$ cat src/verilog/pecc_defs.svh
// Constants for the memory ECC configuration and error flag block
`ifndef PECC_DEFS_SVH
`define PECC_DEFS_SVH
`define PECC_BIT_EN 15
`define PECC_BIT_OUTEN 14
`define PECC_BIT_TYPE_HI 13
`define PECC_BIT_TYPE_LO 12
`define PECC_BIT_HIST1 11
`define PECC_BIT_HIST2 10
`define PECC_BIT_CLR 9
`define PECC_RST_EN 1'h1
`define PECC_RST_OUTEN 1'h1
`define PECC_RST_TYPE 2'h2
`define PECC_TYPE_SINGLE 2'h0
`define PECC_TYPE_DOUBLE 2'h1
`define PECC_TYPE_ANY 2'h2
`define PECC_CMD_RD_A 8'hC0
`define PECC_CMD_RD_B 8'hE0
`define PECC_CMD_WR 8'h60
`define PECC_CA_TAIL 40'h0001000003
`define PECC_CA_BYTES 3'h6
`define PECC_LAT_CLOCKS 4
`define PECC_LAT_EDGES 4'h8
`endif

$ cat src/verilog/pecc_pkg.sv
// Types for the memory ECC configuration and error flag block
package pecc_pkg;
  typedef enum logic [2:0] {
    PECC_IDLE = 3'h0,
    PECC_CMD = 3'h1,
    PECC_RLAT = 3'h3,
    PECC_RDATA = 3'h2,
    PECC_WDATA = 3'h5,
    PECC_DONE = 3'h4
  } pecc_state_t;

  typedef struct packed {
    logic [7:0] dqOut;
    logic dqOe;
    logic rwdsOut;
    logic rwdsOe;
  } pecc_link_out_t;

  typedef struct packed {
    logic valid;
    logic [7:0] code;
  } pecc_code_t;

  typedef struct packed {
    logic valid;
    logic [3:0] nib;
  } pecc_nib_t;

  typedef struct packed {
    logic [1:0] ckSync;
    logic [1:0] csSync;
    logic [15:0] dqSync;
    logic ckPrev;
    pecc_state_t state;
    logic [2:0] byteCnt;
    logic [3:0] latCnt;
    logic [47:0] caShift;
    logic isWrite;
    logic [7:0] wrHigh;
    logic corrEn;
    logic outEn;
    logic [1:0] indType;
    logic hist1;
    logic hist2;
    logic clrBit;
    logic err;
    pecc_link_out_t link;
    pecc_code_t wrCode;
    pecc_nib_t rdNib;
  } pecc_state_s_t;
endpackage : pecc_pkg

$ cat src/verilog/pecc_top.sv
// ECC configuration/status register, error flag and nibble SECDED codec
//
// Notes on behaviour
// - Each 4-bit chunk is stored as 8 bits; single errors fixed, doubles flagged.
// - Register access: C0/E0 or 60, then 00,01,00,00,03; writes send high byte first.
// - Register reads and writes use configuration register latency and transfer timing.
// - Bit 15 enables correction; resets to one.
// - Bit 14 enables event output, resets to one, effective only with correction on.
// - Bits 13-12 pick events: 00 single, 01 double, 10 any; 11 reserved.
// - Bit 11 reads one once a single-bit correction has happened.
// - Bit 10 reads one once a double-bit detection has happened.
// - Writing one to bit 9 clears both histories and event output, then self-clears.
// - Bits 8 to 0 are reserved and read zero.
// - Event output stays high until cleared by bit 9, reset, or a write of zero to bit 15 or bit 14.
// - Event output rises no later than the first data beat of the affected read.
// - After reset with both enables set, event output is driven low.
// - Event output is not aligned to the bus clock edges.
// - Event output never asserts while correction is disabled.
// - Select falling starts a transaction, rising ends it.
`timescale 1ns/1ps
`include "pecc_defs.svh"

module pecc_top
  import pecc_pkg::*;
(
  // Clock and reset
  input wire logic mclk,
  input wire logic rst_n,
  // Memory bus pins
  input wire logic csN,
  input wire logic ck,
  input wire logic [7:0] dqIn,
  input wire logic rwdsIn,
  output pecc_link_out_t linkOut,
  output logic errOut,
  // Array side: nibble to store, code word read back
  input wire logic [3:0] wrNib,
  input wire logic wrValid,
  output pecc_code_t wrCode,
  input pecc_code_t rdCode,
  output pecc_nib_t rdNib
);

  pecc_state_s_t s_r;
  pecc_state_s_t s_nxt;

  function automatic logic [7:0] encode(input logic [3:0] d);
    logic [6:0] c;
    c = {d[3], d[2], d[1], d[1] ^ d[2] ^ d[3], d[0], d[0] ^ d[2] ^ d[3], d[0] ^ d[1] ^ d[3]};
    encode = {^c, c};
  endfunction : encode

  function automatic logic [15:0] regImage(input pecc_state_s_t s);
    regImage = {s.corrEn, s.outEn, s.indType, s.hist1, s.hist2, s.clrBit, 9'h000};
  endfunction : regImage

  logic [2:0] syn;
  logic parOdd;
  logic [7:0] fixed;
  logic evSingle;
  logic evDouble;
  logic trigger;
  logic ckEdge;
  logic [7:0] dqNow;
  logic [47:0] caNext;
  logic cmdOk;
  logic [15:0] wrWord;
  logic [15:0] regNow;

  // Decoder for the code word coming back from the array
  always_comb begin
    syn = {rdCode.code[3] ^ rdCode.code[4] ^ rdCode.code[5] ^ rdCode.code[6],
           rdCode.code[1] ^ rdCode.code[2] ^ rdCode.code[5] ^ rdCode.code[6],
           rdCode.code[0] ^ rdCode.code[2] ^ rdCode.code[4] ^ rdCode.code[6]};
    parOdd = ^rdCode.code;
    fixed = rdCode.code;
    if (syn != 3'h0 && parOdd) begin
      fixed[syn - 3'h1] = ~rdCode.code[syn - 3'h1];
    end
    evSingle = rdCode.valid && s_r.corrEn && parOdd;
    evDouble = rdCode.valid && s_r.corrEn && !parOdd && syn != 3'h0;
    case (s_r.indType)
      `PECC_TYPE_SINGLE: trigger = evSingle;
      `PECC_TYPE_DOUBLE: trigger = evDouble;
      `PECC_TYPE_ANY: trigger = evSingle || evDouble;
      default: trigger = 1'b0;
    endcase
  end

  always_comb begin
    s_nxt = s_r;
    ckEdge = s_r.ckSync[1] != s_r.ckPrev;
    dqNow = s_r.dqSync[15:8];
    caNext = {s_r.caShift[39:0], dqNow};
    cmdOk = (caNext[47:40] == `PECC_CMD_RD_A || caNext[47:40] == `PECC_CMD_RD_B
             || caNext[47:40] == `PECC_CMD_WR) && caNext[39:0] == `PECC_CA_TAIL;
    wrWord = {s_r.wrHigh, dqNow};
    // Function results cannot be sliced directly, so the image is held in a variable
    regNow = regImage(s_r);

    // Pins pass two flops before use
    s_nxt.ckSync = {s_r.ckSync[0], ck};
    s_nxt.csSync = {s_r.csSync[0], csN};
    s_nxt.dqSync = {s_r.dqSync[7:0], dqIn};
    s_nxt.ckPrev = s_r.ckSync[1];
    s_nxt.clrBit = 1'b0;

    // Array codec path, bypassed when correction is off
    s_nxt.wrCode.valid = wrValid;
    s_nxt.wrCode.code = s_r.corrEn ? encode(wrNib) : {4'h0, wrNib};
    s_nxt.rdNib.valid = rdCode.valid;
    s_nxt.rdNib.nib = s_r.corrEn ? {fixed[6], fixed[5], fixed[4], fixed[2]}
                                 : {rdCode.code[6], rdCode.code[5], rdCode.code[4], rdCode.code[2]};

    case (s_r.state)
      PECC_IDLE: begin
        s_nxt.link = '0;
        if (!s_r.csSync[1] && !s_r.ckSync[1]) begin
          s_nxt.state = PECC_CMD;
          s_nxt.byteCnt = 3'h0;
          s_nxt.link.rwdsOe = 1'b1;
          s_nxt.link.rwdsOut = 1'b0;
        end
      end
      PECC_CMD: begin
        if (ckEdge) begin
          s_nxt.caShift = caNext;
          s_nxt.byteCnt = s_r.byteCnt + 3'h1;
          if (s_r.byteCnt + 3'h1 == `PECC_CA_BYTES) begin
            s_nxt.link.rwdsOe = 1'b0;
            s_nxt.latCnt = 4'h0;
            s_nxt.byteCnt = 3'h0;
            s_nxt.isWrite = caNext[47:40] == `PECC_CMD_WR;
            if (!cmdOk) begin
              s_nxt.state = PECC_DONE;
            end else if (caNext[47:40] == `PECC_CMD_WR) begin
              s_nxt.state = PECC_WDATA;
            end else begin
              s_nxt.state = PECC_RLAT;
            end
          end
        end
      end
      PECC_RLAT: begin
        if (ckEdge) begin
          s_nxt.latCnt = s_r.latCnt + 4'h1;
          if (s_r.latCnt + 4'h1 == `PECC_LAT_EDGES) begin
            s_nxt.state = PECC_RDATA;
            s_nxt.link.dqOe = 1'b1;
            s_nxt.link.rwdsOe = 1'b1;
            s_nxt.link.rwdsOut = 1'b0;
          end
        end
      end
      PECC_RDATA: begin
        if (ckEdge) begin
          s_nxt.byteCnt = s_r.byteCnt + 3'h1;
          s_nxt.link.rwdsOut = !s_r.byteCnt[0];
          s_nxt.link.dqOut = s_r.byteCnt[0] ? regNow[7:0] : regNow[15:8];
          if (s_r.byteCnt == 3'h2) begin
            s_nxt.link = '0;
            s_nxt.state = PECC_DONE;
          end
        end
      end
      PECC_WDATA: begin
        if (ckEdge) begin
          s_nxt.byteCnt = s_r.byteCnt + 3'h1;
          if (s_r.byteCnt == 3'h0) begin
            s_nxt.wrHigh = dqNow;
          end else begin
            s_nxt.corrEn = wrWord[`PECC_BIT_EN];
            s_nxt.outEn = wrWord[`PECC_BIT_OUTEN];
            s_nxt.indType = wrWord[`PECC_BIT_TYPE_HI:`PECC_BIT_TYPE_LO];
            s_nxt.clrBit = wrWord[`PECC_BIT_CLR];
            s_nxt.state = PECC_DONE;
          end
        end
      end
      PECC_DONE: begin
        s_nxt.link = '0;
      end
      default: begin
        s_nxt.state = PECC_IDLE;
      end
    endcase

    // A rising select ends any transaction at once
    if (s_r.csSync[1]) begin
      s_nxt.state = PECC_IDLE;
      s_nxt.link = '0;
    end

    // Set wins over a clear landing in the same cycle
    s_nxt.hist1 = evSingle || (s_r.hist1 && !s_r.clrBit);
    s_nxt.hist2 = evDouble || (s_r.hist2 && !s_r.clrBit);
    // Event flag follows the array, not the link clock, so it leads the first beat
    s_nxt.err = (trigger || (s_r.err && !s_r.clrBit))
                && s_nxt.corrEn && s_nxt.outEn;

    if (!rst_n) begin
      s_nxt = '0;
      s_nxt.ckSync = 2'h0;
      s_nxt.csSync = 2'h3;
      s_nxt.state = PECC_IDLE;
      s_nxt.corrEn = `PECC_RST_EN;
      s_nxt.outEn = `PECC_RST_OUTEN;
      s_nxt.indType = `PECC_RST_TYPE;
      s_nxt.err = 1'b0;
    end
  end

  always_ff @(posedge mclk) begin
    s_r <= s_nxt;
  end

  assign linkOut = s_r.link;
  assign errOut = s_r.err;
  assign wrCode = s_r.wrCode;
  assign rdNib = s_r.rdNib;

endmodule : pecc_top
$ cat config.mk
export PLATFORM = sky130hd
export DESIGN_NAME = pecc_top
export DESIGN_NICKNAME = d
export VERILOG_FILES = /design/src/verilog/pecc_pkg.sv /design/src/verilog/pecc_top.sv
export VERILOG_INCLUDE_DIRS = /design/src /design/src/verilog
export SDC_FILE = /design/constraint.sdc
export NUM_CORES = 1
export LEC_CHECK = 0
export BUFFER_PORTS_ARGS = -buffer_cell sky130_fd_sc_hd__buf_2
export CAP_MARGIN = 10
export CORE_MARGIN = 2
export CORE_UTILIZATION = 55
export CTS_CLUSTER_SIZE = 30
export DETAILED_ROUTE_END_ITERATION = 8
export PLACE_DENSITY = 0.76
export SYNTH_ARGS = -nofsm -noshare
export SYNTH_HDL_FRONTEND = slang
export SYNTH_SLANG_ARGS = --single-unit
$ cat constraint.sdc
create_clock -name mclk -period 5.4 [get_ports mclk]
set_clock_uncertainty 0.1 [all_clocks]
set_input_delay 0.27 -clock mclk [delete_from_list [all_inputs] [get_ports mclk]]
set_output_delay 0.27 -clock mclk [all_outputs]
set_load 0.005 [all_outputs]
==> metrics.md <==
| Metric | Value |
|---|---|
| Mapped Area | 0.00481 sq mm |
| Via Count | 3808 |
| Post-synth EDFFs | 0 |
| Clock share of power | 0.334 |
| Initial antenna violation count | 0 |
| Total leakage power | 2.09 nW |
| Die X | 97.5 um |
| Final-report hold violation count | 0 |
| Die Area | 0.00950 sq mm |
| Hold_ws | 24.2 ps |
| Drt first pass iters | 5 |
| Setup crit end kind | register |
| Yosys cell types | 58 |
| Fin area | 0.00522 sq mm |
| Async SR Flop Fraction | 0 |
| Synth Area per Inst | 8.42 sq um |
| Cell area power density | 289 mW/mm^2 |
| Detail Route Antenna Nets | 0 |
| CTS Root Cell | clkbuf_8 |
| Critical path required time | 5580 ps |
| DP Area | 0.00492 sq mm |
| ANT cells | 0 |
| Avg WL per Cell | 13.1 um |
| Setup TNS | 0 ps |
| Post-synthesis sequential area ratio | 0.450 |
| Initial Utilization | 0.559 |
| Synthesized net count | 605 |
| Status | completed |
| Worst-margin pin slew | 916 ps |
| Final count of negative-setup-slack endpoints | 0 |
| Crit-path cells | buf_2 -> xnor3_1 -> xor2_1 -> ha_1 -> ha_1 -> or3b_1 -> o211ai_1 -> a32oi_1 -> nand3_1 -> nor2_1 -> a211oi_1 |
| Worst Hold Class | input pin to register |
| Crit path DAT | 2930 ps |
| Post-synth top area share | 0.450 |
| Switching power | 0.382 mW |
| Worst setup SP type | input pin |
| Largest net degree at the start of global routing | 53 |
| CTS tree | yes |
| Max-slew violations | 0 |
| Hold-fix buffers at CTS | 9 |
| Count leader, synth | nand2_1 |
| Worst setup path class | input pin to register |
| Fin nets | 624 |
| Clock sink total | 108 |
| Cells after synthesis | 571 |
| Io pins | 53 |
| # port buffers | 50 |
| Dominant cell type by area after synthesis | dfxtp_1 |
| RSZ-0062 raised after global routing | false |
| Total GRT Usage | 0.197 |
| CORE AREA | 0.00859 sq mm |
| Clk buf depth | 2 |
| Total gr overflow | 0 |
| Gate power share | 0.120 |
| Max stage delay on crit path | 560 ps |
| Synthesized flop and latch total | 108 |
| Clk slew on worst S/H paths | 100 ps |
| Clk_lat worst skew | 370 ps |
| First-pass GRT wire length | 15600 um |
| Most used DFF post-synth | dfxtp_1 |
| Synth cell count leaders | 116 x nand2_1, 108 x dfxtp_1, 61 x a21oi_1 |
| Area Growth Syn to Fin | 8.51% |
| Sequential power share | 0.545 |
| Row cnt | 34 |
| Synth area leaders | dfxtp_1 45%, nand2_1 9.1%, a21oi_1 6.4% |
| Final cycle utilization of the critical path | 0.509 |
| Maximum vdd drop | 0.172 mV |
| Vias per cell | 5.42 |
| Fmax | 364 MHz |
| Gates resized, CTS repair | 0 |
| Post-layout minimum cycle time | 2750 ps |
| CP max stage cell | xnor3_1 |
| Number of global-route vias before repair | 3491 |
| Detailed-placement wirelength estimate | 6250 um |
| Post-detailed-route DRC marker count | 0 |
| Crit path max fanout | 9 |
| H-tree depth | 3 |
| Slew HR | 0.385 |
| Layout cells sized above 1 | 0.131 |
| DRT iter0 DRCs | 167 |
| Max cap viols | 0 |
| Sw Ratio | 0.253 |
| Post-CTS setup buffer count | 0 |
| Synth warnings | 0 |
| Power Internal | 1.13 mW |
| Die Y-Extent | 97.5 um |
| RePlAce Congestion | 0.896 |
| CP dominant cell by count | ha_1 |
| CTS Buf Count | 9 |
| WL final | 9220 um |
==> metal layers <==
| metal | track usage | part of all wire |
|---|---|---|
| met1 | 0.248 | 0.45 |
| met2 | 0.331 | 0.49 |
| met5 | 0 | 0 |
| met4 | 0.0694 | 0.012 |
| met3 | 0.0439 | 0.055 |
==> per-stage QoR <==
stage               instances  utilization  worst slack, ps  power (mW)
floorplan                 571            -             2610       0.981
global placement          678        0.572             2390        1.01
detailed placement        678        0.572             2290        1.02
CTS                       703        0.607             2650        1.52
global route              703        0.607             2440        1.58
finish                    703        0.607             2650        1.51
==> sequential cells by signal (all words and copies together) (netlist names) <==
signal	cells
regNow	7
s_r	28
errOut	1
wrCode	9
caNext	48
linkOut	10
rdNib	5
==> layout make-up <==
| type | count | area, sq um |
|---|---|---|
| Timing Repair Buffer | 62 | 363 |
| Clock buffer | 10 | 138 |
| Multi-Input combinational cell | 401 | 2320 |
| Clock inverter | 6 | 70.1 |
| Fill cell | 777 | 3380 |
| Inverter | 8 | 30.0 |
| Sequential cell | 108 | 2160 |
| Tap cell | 108 | 135 |
==> critical path: cells and delay by family <==
kind	cells	cell delay [ps]
AOI/OAI and AO/OA	3	540
and+or+nand+nor	3	650
buffers and inverters	1	120
xor gates and xnor gates	2	770
adders and majority gates	2	580
==> power groups by stage <==
stage | Sequential (mW) | Combinational (mW) | Clock (mW)
5_1_grt | 0.825 | 0.203 | 0.553
3_3_place_gp | 0.842 | 0.169 | 0
2_1_floorplan | 0.840 | 0.142 | 0
3_5_place_dp | 0.842 | 0.175 | 0
4_1_cts | 0.823 | 0.181 | 0.521
6_report | 0.823 | 0.182 | 0.504
==> worst paths after layout <==
| path | startpoint | endpoint | slack (ps) | depth (start not counted) |
|---|---|---|---|---|
| worst max-delay path | rdCode[0] | rdNib[1]$_SDFF_PN0_ | 2650 | 11 |
| worst max register to register | s_r[99]$_SDFFE_PP0P_ | s_r[96]$_SDFFE_PN0P_ | 3090 | 6 |
| worst min register to register | s_r[117]$_SDFF_PN1_ | s_r[118]$_SDFF_PN1_ | 320 | 1 |
| worst min-delay path | dqIn[2] | s_r[103]$_SDFF_PN0_ | 20 | 2 |
==> logic make-up (layout without fill, tap and decap cells) <==
kind of cell | after synthesis | count (layout) | share of synthesized area
adders and majority gates | 7 | 7 | 0.0182
muxes | 14 | 14 | 0.0294
and+or+nand+nor | 250 | 250 | 0.244
DFF | 108 | 108 | 0.450
other | 1 | 1 | 0.000780
buffers and inverters | 62 | 86 | 0.0690
AOI/OAI and AO/OA | 105 | 105 | 0.128
xor gates and xnor gates | 24 | 24 | 0.0609
==> cells in the final DEF, fill, tap and decap left out, drive strengths merged, types with 3 or more instances in the layout <==
| master | n |
|---|---|
| a211oi | 4 |
| a21oi | 61 |
| a31oi | 4 |
| and2 | 23 |
| and3 | 8 |
| buf | 53 |
| clkbuf | 10 |
| dfxtp | 108 |
| dlygate4sd3 | 9 |
| ha | 7 |
| inv | 10 |
| mux2i | 13 |
| nand2 | 116 |
| nand2b | 11 |
| nand3 | 15 |
| nand4 | 5 |
| nor2 | 40 |
| nor2b | 3 |
| nor3 | 6 |
| nor4 | 8 |
| nor4b | 4 |
| o21ai | 12 |
| o22ai | 5 |
| or2 | 3 |
| xnor2 | 8 |
| xnor3 | 4 |
| xor2 | 12 |
(Power assumes the default switching activity.)
